[src/rtl/sleep_seq_pkg.sv]
// shared constants and types for the low-power state and dvfs sequencer
package sleep_seq_pkg;
    localparam int          CLK_MHZ          = 100;
    localparam int          STOPGRANT_DLY    = 20;   // bus clocks after ack
    localparam int          SETTLE_US        = 30;   // pll settling time
    localparam int          SETTLE_CYC       = SETTLE_US * CLK_MHZ;
    localparam int          MAX_UNAVAIL_US   = 10;   // core unavailable max
    localparam int          RELOCK_CYC       = MAX_UNAVAIL_US * CLK_MHZ;
    localparam int          VID_STEP_CYC     = 8;    // pacing between codes
    localparam int          VID_W            = 6;
    localparam int          RATIO_W          = 5;
    localparam int          CNT_W            = 13;
    localparam logic [RATIO_W-1:0] RATIO_RST = 5'h0A;
    localparam logic [VID_W-1:0]   VID_RST   = 6'h20;

    typedef enum logic [2:0] {
        ST_NORMAL,
        ST_STOPGRANT,
        ST_SLEEP,
        ST_DEEPSLEEP,
        ST_SETTLE
    } pstate_t;
endpackage : sleep_seq_pkg

[src/rtl/dvfs_if.sv]
// request and status bundle between the sequencer and its dvfs engine
`timescale 1ns/1ps
interface dvfs_if;
    import sleep_seq_pkg::*;
    logic               reqValid;
    logic [RATIO_W-1:0] reqRatio;
    logic [VID_W-1:0]   reqVid;
    logic               busy;
    logic               relocking;
    logic [RATIO_W-1:0] curRatio;
    logic [VID_W-1:0]   curVid;

    modport master (output reqValid, reqRatio, reqVid,
                    input busy, relocking, curRatio, curVid);
    modport engine (input reqValid, reqRatio, reqVid,
                    output busy, relocking, curRatio, curVid);
endinterface : dvfs_if

[src/rtl/sleep_seq.sv]
// low-power state sequencer with dvfs request handling
`timescale 1ns/1ps
// Operation
// - Sleep is entered from Stop-Grant when sleep request asserts, or from Deep Sleep once pll settling ends.
// - Sleep keeps context and pll, halts every internal clock.
// - Sleep neither answers snoops nor latches interrupts.
// - Reset during Sleep resets fully, skipping Stop-Grant.
// - Deep-sleep request in Sleep enters Deep Sleep, context kept.
// - Leaving Deep Sleep waits 30 us pll settling before Sleep.
// - Dropping sleep request in Sleep returns to Stop-Grant.
// - Deep Sleep ignores snoops and interrupts; bus kept static.
// - Deeper Sleep behaves exactly like Deep Sleep.
// - Raising frequency: step vid up by codes, then relock.
// - Lowering frequency: relock first, then step vid down.
// - Frequency never exceeds the rated maximum ratio.
// - Changes start only on register writes; ramp paced internally.
// - Core unavailable at most 10 us during relock.
// - Snoops held off with block-next-request during relock.
// - Stop-Grant entered 20 bus clocks after ack response phase.
module sleep_seq
    import sleep_seq_pkg::*;
#(
    parameter logic [RATIO_W-1:0] MAX_RATIO = 5'h10
)
(
    input  wire logic               clk_sys,
    input  wire logic               srst,
    input  wire logic               sleep_request_n,
    input  wire logic               deep_sleep_request_n,
    input  wire logic               stop_clock_request_n,
    input  wire logic               ackResponse,
    input  wire logic               snoopReq,
    input  wire logic               intReq,
    input  wire logic               msrWrite,
    input  wire logic [RATIO_W-1:0] msrRatio,
    input  wire logic [VID_W-1:0]   msrVid,
    output logic [2:0]              powerState,
    output logic                    coreClkEn,
    output logic                    pllRun,
    output logic                    snoopAck,
    output logic                    intLatched,
    output logic                    block_next_request_n,
    output logic [VID_W-1:0]        voltage_id_code,
    output logic [RATIO_W-1:0]      coreRatio,
    output logic                    dvfsBusy
);
    // pin synchronisers, first stage read only by the second
    logic [2:0] pinMeta_ff, pinSync_ff;
    always_ff @(posedge clk_sys)
    begin
        if (srst)
        begin
            pinMeta_ff <= 3'h7;
            pinSync_ff <= 3'h7;
        end
        else
        begin
            pinMeta_ff <= {sleep_request_n, deep_sleep_request_n,
                           stop_clock_request_n};
            pinSync_ff <= pinMeta_ff;
        end
    end

    logic slpReq, dslpReq, stpReq;
    assign slpReq  = ~pinSync_ff[2];
    assign dslpReq = ~pinSync_ff[1];
    assign stpReq  = ~pinSync_ff[0];

    dvfs_if dv ();
    dvfs_engine u_dvfs (
        .clk_sys (clk_sys),
        .srst    (srst),
        .dv      (dv.engine)
    );

    pstate_t          st_ff, nxt_st;
    logic [CNT_W-1:0] cnt_ff, nxt_cnt;
    logic [CNT_W-1:0] settleLen_ff, nxt_settleLen;
    logic             ackSeen_ff, nxt_ackSeen;
    logic             reqValid_ff, nxt_reqValid;
    logic [RATIO_W-1:0] reqRatio_ff, nxt_reqRatio;
    logic [VID_W-1:0]   reqVid_ff, nxt_reqVid;

    // clamp a software ratio to the rated maximum
    function automatic logic [RATIO_W-1:0] clampRatio(
        input logic [RATIO_W-1:0] r);
        clampRatio = (r > MAX_RATIO) ? MAX_RATIO : r;
    endfunction : clampRatio

    // power state sequencing; srst models the held reset pin, so a reset
    // taken in sleep lands in normal directly
    always_comb
    begin
        nxt_st      = st_ff;
        nxt_cnt     = (cnt_ff != '0) ? cnt_ff - 1'b1 : cnt_ff;
        nxt_ackSeen = ackSeen_ff;
        // cycles spent settling, kept only for the settle checks
        nxt_settleLen = (st_ff == ST_SETTLE) ? settleLen_ff + 1'b1 : '0;
        unique case (st_ff)
            ST_NORMAL:
            begin
                if (!stpReq)
                    nxt_ackSeen = 1'b0;
                else if (ackResponse && !ackSeen_ff)
                begin
                    nxt_ackSeen = 1'b1;
                    nxt_cnt     = CNT_W'(STOPGRANT_DLY);
                end
                else if (ackSeen_ff && cnt_ff == CNT_W'(1))
                    nxt_st = ST_STOPGRANT;
            end
            ST_STOPGRANT:
                if (slpReq)
                    nxt_st = ST_SLEEP;
                else if (!stpReq)
                begin
                    nxt_st      = ST_NORMAL;
                    nxt_ackSeen = 1'b0;
                end
            ST_SLEEP:
                if (dslpReq)
                    nxt_st = ST_DEEPSLEEP;
                else if (!slpReq)
                    nxt_st = ST_STOPGRANT;
            ST_DEEPSLEEP:
                // deeper sleep is the same state at lower vcc
                if (!dslpReq)
                begin
                    nxt_st  = ST_SETTLE;
                    nxt_cnt = CNT_W'(SETTLE_CYC);
                end
            ST_SETTLE:
                if (cnt_ff == CNT_W'(1))
                    nxt_st = ST_SLEEP;
        endcase
        // deep-sleep request outside sleep falls through unused
    end

    always_ff @(posedge clk_sys)
    begin
        if (srst)
        begin
            st_ff      <= ST_NORMAL;
            cnt_ff     <= '0;
            ackSeen_ff <= 1'b0;
            settleLen_ff <= '0;
        end
        else
        begin
            st_ff      <= nxt_st;
            cnt_ff     <= nxt_cnt;
            ackSeen_ff <= nxt_ackSeen;
            settleLen_ff <= nxt_settleLen;
        end
    end

    // software writes become one-cycle requests to the engine
    always_comb
    begin
        nxt_reqValid = 1'b0;
        nxt_reqRatio = reqRatio_ff;
        nxt_reqVid   = reqVid_ff;
        if (msrWrite && !dv.busy && !reqValid_ff && st_ff == ST_NORMAL)
        begin
            nxt_reqValid = 1'b1;
            nxt_reqRatio = clampRatio(msrRatio);
            nxt_reqVid   = msrVid;
        end
    end

    always_ff @(posedge clk_sys)
    begin
        if (srst)
        begin
            reqValid_ff <= 1'b0;
            reqRatio_ff <= RATIO_RST;
            reqVid_ff   <= VID_RST;
        end
        else
        begin
            reqValid_ff <= nxt_reqValid;
            reqRatio_ff <= nxt_reqRatio;
            reqVid_ff   <= nxt_reqVid;
        end
    end

    assign dv.reqValid = reqValid_ff;
    assign dv.reqRatio = reqRatio_ff;
    assign dv.reqVid   = reqVid_ff;

    logic    awake;
    pstate_t outSt;
    assign awake = (nxt_st == ST_NORMAL) || (nxt_st == ST_STOPGRANT);
    assign outSt = nxt_st;

    // registered outputs; snoop and interrupt ignored while asleep
    always_ff @(posedge clk_sys)
    begin
        if (srst)
        begin
            powerState           <= 3'h0;
            coreClkEn            <= 1'b1;
            pllRun               <= 1'b1;
            snoopAck             <= 1'b0;
            intLatched           <= 1'b0;
            block_next_request_n <= 1'b1;
            voltage_id_code      <= VID_RST;
            coreRatio            <= RATIO_RST;
            dvfsBusy             <= 1'b0;
        end
        else
        begin
            powerState           <= outSt;
            coreClkEn            <= (nxt_st == ST_NORMAL) && !dv.relocking;
            pllRun               <= (nxt_st != ST_DEEPSLEEP);
            snoopAck             <= snoopReq && awake;
            // a latched event is context and survives sleep; none is taken
            // while asleep, and it clears on return to normal
            intLatched           <= (nxt_st == ST_NORMAL) ? 1'b0 :
                                    (intLatched || (intReq && awake));
            block_next_request_n <= !dv.relocking;
            voltage_id_code      <= dv.curVid;
            coreRatio            <= dv.curRatio;
            dvfsBusy             <= dv.busy;
        end
    end

    sleep_entry_a: assert property (@(posedge clk_sys) disable iff (srst)
        (st_ff == ST_SLEEP && $past(st_ff) != ST_SLEEP) |->
        ($past(st_ff) == ST_STOPGRANT || $past(st_ff) == ST_SETTLE))
        else $error("sleep entered from wrong state");
    sleep_exit_a: assert property (@(posedge clk_sys) disable iff (srst)
        (st_ff == ST_SLEEP && !slpReq && !dslpReq) |=>
        (st_ff == ST_STOPGRANT))
        else $error("sleep not left on request drop");
    deep_entry_a: assert property (@(posedge clk_sys) disable iff (srst)
        (st_ff == ST_SLEEP && dslpReq) |=> (st_ff == ST_DEEPSLEEP))
        else $error("deep sleep not entered");
    settle_time_a: assert property (@(posedge clk_sys) disable iff (srst)
        $fell(st_ff == ST_SETTLE) |->
        ($past(settleLen_ff) == CNT_W'(SETTLE_CYC - 1)))
        else $error("pll settle length wrong");
    settle_done_a: assert property (@(posedge clk_sys) disable iff (srst)
        (st_ff == ST_SETTLE) |-> (settleLen_ff < CNT_W'(SETTLE_CYC)))
        else $error("settle overran");
    deep_ignore_a: assert property (@(posedge clk_sys) disable iff (srst)
        (st_ff == ST_NORMAL && dslpReq) |=> (st_ff != ST_DEEPSLEEP))
        else $error("deep sleep taken outside sleep");
    asleep_quiet_a: assert property (@(posedge clk_sys) disable iff (srst)
        (st_ff == ST_DEEPSLEEP) |=> (!snoopAck && !coreClkEn))
        else $error("activity while asleep");
    ratio_cap_a: assert property (@(posedge clk_sys) disable iff (srst)
        coreRatio <= MAX_RATIO)
        else $error("ratio above rated maximum");
    bnr_hold_a: assert property (@(posedge clk_sys) disable iff (srst)
        dv.relocking |=> !block_next_request_n)
        else $error("snoops not blocked in relock");
endmodule : sleep_seq

[src/rtl/dvfs_engine.sv]
// voltage and frequency stepping engine
`timescale 1ns/1ps
module dvfs_engine
    import sleep_seq_pkg::*;
(
    input  wire logic clk_sys,
    input  wire logic srst,
    dvfs_if.engine    dv
);
    typedef enum logic [1:0] {DV_IDLE, DV_UP, DV_LOCK, DV_DOWN} dvst_t;

    dvst_t              st_ff, nxt_st;
    logic [RATIO_W-1:0] ratio_ff, nxt_ratio, tRatio_ff, nxt_tRatio;
    logic [VID_W-1:0]   vid_ff, nxt_vid, tVid_ff, nxt_tVid;
    logic [CNT_W-1:0]   cnt_ff, nxt_cnt;
    logic [CNT_W-1:0]   lockLen_ff, nxt_lockLen;

    // next-state: raise voltage before relock, lower it after
    always_comb
    begin
        nxt_st     = st_ff;
        nxt_ratio  = ratio_ff;
        nxt_tRatio = tRatio_ff;
        nxt_vid    = vid_ff;
        nxt_tVid   = tVid_ff;
        nxt_cnt    = (cnt_ff != '0) ? cnt_ff - 1'b1 : cnt_ff;
        // cycles spent in relock, kept only for the bound check
        nxt_lockLen = (st_ff == DV_LOCK) ? lockLen_ff + 1'b1 : '0;
        unique case (st_ff)
            DV_IDLE:
                if (dv.reqValid)
                begin
                    nxt_tRatio = dv.reqRatio;
                    nxt_tVid   = dv.reqVid;
                    if (dv.reqRatio > ratio_ff)
                        nxt_st = DV_UP;
                    else
                    begin
                        nxt_st  = DV_LOCK;
                        // the count runs through zero, so load one less
                        nxt_cnt = CNT_W'(RELOCK_CYC - 1);
                    end
                end
            DV_UP:
                if (cnt_ff == '0)
                begin
                    if (vid_ff < tVid_ff)
                    begin
                        nxt_vid = vid_ff + 1'b1; // one code per step
                        nxt_cnt = CNT_W'(VID_STEP_CYC);
                    end
                    else
                    begin
                        nxt_st  = DV_LOCK;
                        nxt_cnt = CNT_W'(RELOCK_CYC - 1);
                    end
                end
            DV_LOCK:
                if (cnt_ff == '0)
                begin
                    nxt_ratio = tRatio_ff;
                    nxt_st    = DV_DOWN;
                end
            DV_DOWN:
                if (cnt_ff == '0)
                begin
                    if (vid_ff > tVid_ff)
                    begin
                        nxt_vid = vid_ff - 1'b1;
                        nxt_cnt = CNT_W'(VID_STEP_CYC);
                    end
                    else
                        nxt_st = DV_IDLE;
                end
        endcase
    end

    always_ff @(posedge clk_sys)
    begin
        if (srst)
        begin
            st_ff     <= DV_IDLE;
            ratio_ff  <= RATIO_RST;
            tRatio_ff <= RATIO_RST;
            vid_ff    <= VID_RST;
            tVid_ff   <= VID_RST;
            cnt_ff    <= '0;
            lockLen_ff <= '0;
        end
        else
        begin
            st_ff     <= nxt_st;
            ratio_ff  <= nxt_ratio;
            tRatio_ff <= nxt_tRatio;
            vid_ff    <= nxt_vid;
            tVid_ff   <= nxt_tVid;
            cnt_ff    <= nxt_cnt;
            lockLen_ff <= nxt_lockLen;
        end
    end

    assign dv.busy      = (st_ff != DV_IDLE);
    assign dv.relocking = (st_ff == DV_LOCK);
    assign dv.curRatio  = ratio_ff;
    assign dv.curVid    = vid_ff;

    // relock window bounded by the unavailability limit
    relock_bound_a: assert property (@(posedge clk_sys) disable iff (srst)
        (st_ff == DV_LOCK) |-> (lockLen_ff < CNT_W'(RELOCK_CYC)))
        else $error("relock lasted too long");
    vid_step_a: assert property (@(posedge clk_sys) disable iff (srst)
        (vid_ff != $past(vid_ff)) |->
        (vid_ff == $past(vid_ff) + 1'b1 || vid_ff == $past(vid_ff) - 1'b1))
        else $error("vid moved more than one code");
    up_before_lock_a: assert property (@(posedge clk_sys) disable iff (srst)
        (st_ff == DV_UP) |-> (ratio_ff == $past(ratio_ff)))
        else $error("ratio changed during vid ramp up");
    down_after_lock_a: assert property (@(posedge clk_sys) disable iff (srst)
        (st_ff == DV_DOWN && vid_ff < $past(vid_ff)) |->
        (ratio_ff == tRatio_ff))
        else $error("vid lowered before relock");
endmodule : dvfs_engine

[config.mk]
export PLATFORM = sky130hd
export DESIGN_NAME = sleep_seq
export DESIGN_NICKNAME = d
export VERILOG_FILES = /design/src/rtl/sleep_seq_pkg.sv /design/src/rtl/dvfs_if.sv /design/src/rtl/sleep_seq.sv /design/src/rtl/dvfs_engine.sv
export SDC_FILE = /design/constraint.sdc
export NUM_CORES = 1
export LEC_CHECK = 0
export BUFFER_PORTS_ARGS = -buffer_cell sky130_fd_sc_hd__buf_2
export CAP_MARGIN = 10
export CELL_PAD_IN_SITES_DETAIL_PLACEMENT = 1
export CELL_PAD_IN_SITES_GLOBAL_PLACEMENT = 1
export CORE_MARGIN = 2
export CORE_UTILIZATION = 42
export CTS_BUF_LIST = sky130_fd_sc_hd__clkbuf_4
export DETAILED_ROUTE_END_ITERATION = 8
export GPL_ROUTABILITY_DRIVEN = 1
export MAX_ROUTING_LAYER = met4
export PLACE_DENSITY = 0.79
export REMOVE_ABC_BUFFERS = 1
export SYNTH_ARGS = -nofsm -noshare
export SYNTH_HDL_FRONTEND = slang
export SYNTH_HIERARCHICAL = 1
export SYNTH_SLANG_ARGS = --single-unit
[constraint.sdc]
create_clock -name clk_sys -period 2.1 [get_ports clk_sys]
set_input_delay 0.42 -clock clk_sys [delete_from_list [all_inputs] [get_ports clk_sys]]
set_output_delay 0.42 -clock clk_sys [all_outputs]
set_load 0.02 [all_outputs]
Word level (Yosys, flattened, before mapping)
Cells that the tools add are included.
{"block": "op_classes", "magnitude_cmp": 4, "n_reduce_logical": 29, "add_sub_neg": 4, "eq_ne": 21, "muxes": 43}
{"cell": "$mux W13", "count": 10}
{"cell": "$pmux W13 S3", "count": 1}
{"cell": "$mux W3", "count": 9}
{"cell": "$pmux W13 S2", "count": 1}
{"cell": "$reduce_bool A13 Y1", "count": 2}
{"cell": "$sub A13 B1 Y13 const B", "count": 2}
{"cell": "$mux W6", "count": 4}
{"cell": "$pmux W3 S5", "count": 1}
{"cell": "$mux W2", "count": 7}
{"cell": "$eq A13 B1 Y1 const B", "count": 1}
{"cell": "$logic_not A13 Y1", "count": 1}
{"cell": "$pmux W6 S2", "count": 1}
{"cell": "$mux W10", "count": 1}
{"cell": "$ne A2 B1 Y1 const B", "count": 5}
{"cell": "$ne A2 B2 Y1 const B", "count": 5}
{"cell": "$logic_and A1 B1 Y1", "count": 8}
{"cell": "$pmux W2 S4", "count": 1}
{"cell": "$add A6 B1 Y6 const B", "count": 1}
{"cell": "$eq A3 B1 Y1 const B", "count": 2}
{"cell": "$eq A3 B2 Y1 const B", "count": 2}
{"cell": "$gt A6 B6 Y1", "count": 1}
{"cell": "$logic_not A3 Y1", "count": 2}
{"cell": "$lt A6 B6 Y1", "count": 1}
{"cell": "$reduce_and A6 Y1", "count": 1}
{"cell": "19 further kinds", "count": 31}
{"block": "word_totals", "out_inout_bits": 20, "reg_bits": 89}

Longest topological paths before layout
Gate-level depths: netlist of the first run.
{"block": "logic_depth", "depth_word": 10, "mapped_depth": 9}

Hierarchy
Netlist of the first run, hierarchy kept.
{"module": "dvfs_engine", "cells_each": 273, "seq_area_each_um2": 740.7, "area_per_inst_um2": 2269.7, "instances": 1}
{"module": "sleep_seq", "cells_each": 208, "seq_area_each_um2": 1041.0, "area_per_inst_um2": 2044.5, "instances": 1}

Least setup slack after synthesis of the first run
OpenSTA, ideal clock, no wires.
{"block": "synth_path", "kind": "flip-flop to flip-flop", "startpoint": "reg u_dvfs.tVid_ff[4]", "endpoint": "reg u_dvfs.vid_ff[2] (netlist: u_dvfs/dv.curVid[2])", "t_required_ns": 1.972, "stages_incl_launch_ff": 9, "period_less_slack_ns": 2.151, "t_arrival_ns": 2.023, "n_path_buf": 0, "setup_time_ns": 0.128, "setup_slack_ns": -0.051, "path_cell_list": "dfxtp_1 inv_1 ha_1 a21oi_1 nand2_1 a211oi_2 mux2i_2 mux2i_1 nor2_1"}
{"block": "synth_between", "elab_chain_cells": 3, "word_cells_on_any_way": 5}
{"element": "start, declared", "line": "dvfs_engine.sv:14", "source": "logic [VID_W-1:0] vid_ff, nxt_vid, tVid_ff, nxt_tVid;"}
{"element": "start signal, assigned", "line": "dvfs_engine.sv:96", "source": "tVid_ff <= nxt_tVid;"}
{"element": "$gt A6 B6 Y1 or $lt A6 B6 Y1 (tied branches)", "line": "dvfs_engine.sv:67, dvfs_engine.sv:47"}
{"element": "$ne A2 B1 Y1 (no line)"}
{"element": "$reduce_and A5 Y1 (no line) (*)"}
{"element": "end signal, assigned", "line": "dvfs_engine.sv:95", "source": "vid_ff <= nxt_vid;"}
{"element": "end, declared", "line": "dvfs_engine.sv:14"}
Mark *: on every way between the ends. The rest lies on a longest branch, timed or not.
A chain may end at the register's enable or synchronous reset.

Worst setup path after layout of the first run
{"block": "layout_path", "startpoint": "reg u_dvfs.ratio_ff[2] (netlist: u_dvfs/dv.curRatio[2])", "endpoint": "reg u_dvfs.cnt_ff[3]"}
{"block": "layout_between", "elab_chain_cells": 4}
{"element": "start, declared", "line": "dvfs_engine.sv:13", "source": "logic [RATIO_W-1:0] ratio_ff, nxt_ratio, tRatio_ff, nxt_tRatio;"}
{"element": "start signal, assigned", "line": "dvfs_engine.sv:93", "source": "ratio_ff <= nxt_ratio;"}
{"element": "$gt A5 B5 Y1", "line": "dvfs_engine.sv:35", "source": "if (dv.reqRatio > ratio_ff)"}
{"element": "$mux W13", "line": "dvfs_engine.sv:35"}
{"element": "$mux W13", "line": "dvfs_engine.sv:31", "source": "if (dv.reqValid)"}
{"element": "$pmux W13 S3", "line": "dvfs_engine.sv:29", "source": "unique case (st_ff)"}
{"element": "end signal, assigned", "line": "dvfs_engine.sv:97", "source": "cnt_ff <= nxt_cnt;"}
{"element": "end, declared", "line": "dvfs_engine.sv:15", "source": "logic [CNT_W-1:0] cnt_ff, nxt_cnt;"}
Every way passes these cells.

==> results.cfg, run 1 <==
[status]
outcome = complete, but fails checks
failed_checks = negative setup slack

[clock_tree]
clock_latency_ns = 0.44
clk_pin_slew_ns = 0.14
tritoncts = built
clock-sinks = 89
cts-root-buf = clkbuf_4
cts_buffers = 9
htree_levels = 3
clk_path_buf_depth = 2

[power_and_ir_drop]
peakVddDrop_v = 0.000466
p_total_uw = 6700
powerDensity_mw_per_mm2 = 1230
p_leak_uw = 0.00221

[synthesis]
netlist_top_cells_area = dfxtp_1 (41%), ha_1 (6.7%), mux2i_1 (4.2%), nor2_1 (3.8%), nand2_1 (3.7%)
synth_commonest_cells = dfxtp_1 (89), nor2_1 (44), nand2_1 (42)
syn_area_mm2 = 0.00431
ys_async_sr_fraction_pct = 0
ys.flop_type = dfxtp_1
ys_ff_latch = 89
yosysMostFrequentCell = dfxtp_1
yosysUniqueCellTypes = 65
synth_warnings = 6
synth_cells = 481
syn_avg_cell_area_um2 = 8.97
yosys.area.top_type = dfxtp_1
synth_top_area_share_pct = 41.3
synth_edf_count = 0
ys_seq_area_share_pct = 41.3

[detailed_routing]
via_per_inst = 5.39
drc = 0
wl_per_cell_um = 16.9
wl_um = 11800
drtAntennaViolNets = 0
vias = 3777
drt_iter0_drc = 168
first_pass_iters = 4

[min_path]
hold_depth = 2
hold_end = pinMeta_ff[1]$_SDFF_PP1_
hold_start = deep_sleep_request_n
hp-class = primary input to flop

[finish]
nFillCells = 1140
drive_gt1_share_pct = 34.0
instances_no_fill = 701
layout.nets = 607
areaGrowthSynthToFinish_pct = 26.0
antenna_cells = 0

[timing]
worst_pin_slew_ns = 0.438
clock.fmax_ghz = 0.459
hold_violations = 0
rsz0062_at_grt = true
min_period_ns = 2.18
fin_crit_sh_pct = 104
finalSetupViolCount = 6
tns_ns = -0.306
skew_ns = 0.0162
fin_ws_ns = -0.0765
slew_violations = 0
slew_headroom_pct = 70.8
holdWs_ns = 0.145

[floorplan]
chipHeight_um = 105
num_rows = 36
start_util_pct = 43.7
core_area_mm2 = 0.00986
die_w_um = 105
ios = 40
dieArea_mm2 = 0.0111

[placement]
dp_cells = 671
pre_cts_slack_ns = -0.0865
place_hpwl_um = 7550
io_buffers = 39
place_congestion = 0.827

[critical_path]
endpoint_kind = flop
worst-r2r-setup-slack_ns = -0.08
rr_startpoint = u_dvfs/dv.curRatio[2]$_SDFFE_PP0P_
required_ns = 2.45
worstRegToRegCells = 9
worstPathMaxFanout = 3
path_class = flop to flop
crit_path_top_delay_cell = a2111oi_2
crit_path_max_incr_delay_ns = 0.42
cp.arrival_ns = 2.53
cp-start-kind = flop
r2r-end = u_dvfs/cnt_ff[3]$_SDFF_PP0_
crit_chain = inv_1, ha_1, nand4_1, mux2i_2, a32oi_2, a2111oi_2, buf_4, nor3_1, a31o_2

[grt]
grt_pass1_wl_um = 18200
grt_usage_pct = 20.8
grt_pass1_vias = 3833
grt_max_degree = 63
gr-total-overflow = 0
antenna_found_initial = 0

[job]
cap_violations = 0
[critical path, delay by kind of cell, from the launching register on]
family | cells | cell delay (ns)
AOI/OAI and AO/OA | 3 | 0.76
adders and majority gates | 1 | 0.29
buffers and inverters | 2 | 0.22
DFF | 1 | 0.36
muxes | 1 | 0.27
and+or+nand+nor | 2 | 0.16
[stage by stage]
stage | instance area, µm² | utilization (%)
floorplan | 4210 | -
global placement | 4880 | 49.5
detailed placement | 4880 | 49.5
CTS | 5150 | 52.2
global route | 5440 | 55.1
finish | 5440 | 55.1
[power breakdown]
group          total, µW  internal [µW]  switching (µW)
sequential          2290           2010             282
clock                953            370             584
combinational       3460           1660            1800
total               6700           4040            2660
[cell usage in the layout (no fill, tap or decap), types with 9 or more instances in the layout]
| cell type | n |
|---|---|
| nand2_1 | 42 |
| clkbuf_4 | 10 |
| ha_4 | 9 |
| ha_1 | 13 |
| inv_1 | 24 |
| xnor2_1 | 14 |
| nor3_1 | 10 |
| o21ai_0 | 10 |
| nor2b_1 | 16 |
| nor2_1 | 41 |
| buf_2 | 39 |
| a21oi_1 | 27 |
| dfxtp_1 | 74 |
| mux2i_1 | 17 |
| buf_4 | 48 |
| or2_2 | 9 |
| dfxtp_2 | 15 |
[sequential cells by signal, indices dropped and copies added (netlist names), 6 cells and up]
name,flops
u_dvfs/tVid_ff,6
cnt_ff,13
voltage_id_code,6
dv.reqVid,6
u_dvfs/cnt_ff,13
u_dvfs/dv.curVid,6
[per-layer routing]
layer / track usage [%] / vias up / wire (µm)
met5: - / - / 0
met4: 7.71 / 0 / 195
met3: 2.84 / 18 / 265
met2: 35.3 / 55 / 6230
met1: 25.2 / 1867 / 5150
li1: - / 1837 / -
[repair_timing]
action / 4_1_cts / 5_1_grt
endpoints found under the setup margin: 15 / 41
setup buffers: 5 / 9
hold buffers: 0 / 0
pin swaps: 7 / 16
gates resized for setup: 22 / 58
[worst max path at each step]
stage	startpoint	to	slack (ns)	depth (start not counted)
CTS	u_dvfs/cnt_ff[4]$_SDFF_PP0_	u_dvfs/cnt_ff[0]$_SDFF_PP0_	-0.02	6
global route	dv.reqRatio[0]$_SDFFE_PP0P_	u_dvfs/cnt_ff[3]$_SDFF_PP0_	-0.14	9
global placement	u_dvfs/dv.curRatio[1]$_SDFFE_PP1P_	u_dvfs/cnt_ff[3]$_SDFF_PP0_	0.01	9
finish	u_dvfs/dv.curRatio[2]$_SDFFE_PP0P_	u_dvfs/cnt_ff[3]$_SDFF_PP0_	-0.08	9
floorplan	u_dvfs/tVid_ff[4]$_SDFFE_PP0P_	u_dvfs/dv.curVid[2]$_SDFFE_PP0P_	-0.04	8
detailed placement	u_dvfs/cnt_ff[4]$_SDFF_PP0_	u_dvfs/cnt_ff[0]$_SDFF_PP0_	-0.09	6
[cells by family (layout without fill, tap and decap cells)]
family / count (synthesis) / count (layout) / synth area share, %
simple gates: 186 / 186 / 24.0
compound gates: 89 / 89 / 13.5
xor+xnor: 20 / 20 / 4.06
fa+ha+maj: 24 / 24 / 7.13
buf+inv: 52 / 139 / 5.02
flops: 89 / 89 / 41.3
mux: 21 / 21 / 5.02
[layout make-up]
class / count / area (µm²) / area share, %
clock buffer: 10 / 75.1 / 1.38
clock inverter: 6 / 57.6 / 1.06
inverter: 31 / 116 / 2.14
multi-input combinational: 340 / 2600 / 47.8
sequential: 89 / 1800 / 33.1
tap: 133 / 166 / 3.06
timing repair buffer: 92 / 621 / 11.4
Power figures use the tool's default switching activity.
==> inputs of run 2 (changes only) <==
- CORE_UTILIZATION: 42 -> 50
- PLACE_DENSITY: 0.79 -> default
- PLACE_DENSITY_LB_ADDON: default -> 0.15
- clock period: 2.1 -> 2.8 ns (I/O delays scaled with it)
==> results.cfg, run 2 (synthesis gave the netlist of run 1 again) <==
[status]
outcome = finished clean

[placement]
place_congestion = 0.778
dp_cells = 611
place_hpwl_um = 7400
io_buffers = 39

[detailed_routing]
wl_um = 9780
drc = 0
via_per_inst = 5.57
vias = 3486
drtAntennaViolNets = 0
wl_per_cell_um = 15.6
first_pass_iters = 4
drt_iter0_drc = 107

[floorplan]
ios = 40
dieArea_mm2 = 0.00939
num_rows = 33
chipHeight_um = 96.9
core_area_mm2 = 0.00830
die_w_um = 96.9
start_util_pct = 52.0

[min_path]
hp-class = primary input to flop

[clock_tree]
clock_latency_ns = 0.45
cts-root-buf = clkbuf_4
cts_buffers = 9
clock-sinks = 89
htree_levels = 3
clk_path_buf_depth = 2
clk_pin_slew_ns = 0.14
post_cts_buffers = 0
cts_hold_buf = 0
cts_resized = 0
tritoncts = built

[critical_path]
required_ns = 3.14
cp-start-kind = flop
worstPathMaxFanout = 2
cp.arrival_ns = 2.87
endpoint_kind = flop
path_class = flop to flop

[timing]
skew_ns = 0.0235
hold_violations = 0
fin_crit_sh_pct = 90.6
clock.fmax_ghz = 0.394
worst_pin_slew_ns = 0.876
rsz0062_at_grt = false
slew_violations = 0
finalSetupViolCount = 0
holdWs_ns = 0.295
slew_headroom_pct = 40.1
tns_ns = 0
min_period_ns = 2.54

[finish]
areaGrowthSynthToFinish_pct = 9.05
layout.nets = 561
reg.largest.list = cnt_ff x13, u_dvfs/cnt_ff x13
mostFrequentLayoutCells = dfxtp_1 (89), nor2_1 (44), nand2_1 (42), buf_2 (39), inv_1 (31)
final_common_cell = dfxtp_1
final_core_util_pct = 56.7
instances_no_fill = 626
drive_gt1_share_pct = 17.1
antenna_cells = 0

[power_and_ir_drop]
powerDensity_mw_per_mm2 = 881
p_leak_uw = 0.00193
peakVddDrop_v = 0.000388

[grt]
grt_max_degree = 31
grt_usage_pct = 21.8
antenna_found_initial = 0
grt_pass1_wl_um = 16500
grt_pass1_vias = 3471
gr-total-overflow = 0

[job]
cap_violations = 0
## run 2: path summary, 6_finish.rpt
check	cells past startpoint	start	end	slack, ns
setup reg to reg	8	u_dvfs/dv.curRatio[1]$_SDFFE_PP1P_	u_dvfs/cnt_ff[3]$_SDFF_PP0_	0.26
setup / recovery	8	u_dvfs/dv.curRatio[1]$_SDFFE_PP1P_	u_dvfs/cnt_ff[3]$_SDFF_PP0_	0.26
hold reg to reg	1	pinMeta_ff[1]$_SDFF_PP1_	pinSync_ff[1]$_SDFF_PP1_	0.44
hold / removal	2	stop_clock_request_n	pinMeta_ff[0]$_SDFF_PP1_	0.30
## run 2: layout make-up
| type | count | area (µm²) |
|---|---|---|
| well taps | 105 | 131 |
| clock buffers | 9 | 67.6 |
| multi-input cells | 340 | 2320 |
| fillers | 1012 | 3590 |
| flip-flops and latches | 89 | 1780 |
| inverters | 31 | 116 |
| clock inverters | 6 | 43.8 |
| repair buffers | 46 | 248 |
## run 2: metal layers
| layer | track usage [%] | up-vias | part of all wire (%) |
|---|---|---|---|
| li1 | - | 1751 | - |
| met1 | 27.7 | 1685 | 47 |
| met2 | 35.4 | 36 | 49 |
| met3 | 4.62 | 14 | 2.3 |
| met4 | 5.53 | 0 | 1.5 |
| met5 | - | - | 0 |
## run 2: metrics by stage
step / area, µm² / total power (µW) / setup slack (ns)
after floorplan: 4210 / 3090 / 0.663
after global placement: 4590 / 3450 / 0.386
after detailed placement: 4590 / 3540 / 0.340
after CTS: 4700 / 4180 / 0.306
after global routing: 4700 / 4490 / 0.109
final: 4700 / 4150 / 0.263
## run 2: power by group
part           internal [µW]  switching (µW)
Sequential              1500             208
Clock                    181             447
Combinational            777            1040
## run 2: worst max-delay path, stage by stage, from the launching register on
cell and delay [ns]:
dfxtp_1 0.35, inv_1 0.06, ha_1 0.29, nor2b_1 0.14
o211ai_1 0.21, a32oi_1 0.19, a2111oi_0 0.84, nor3_1 0.11
a31o_2 0.25
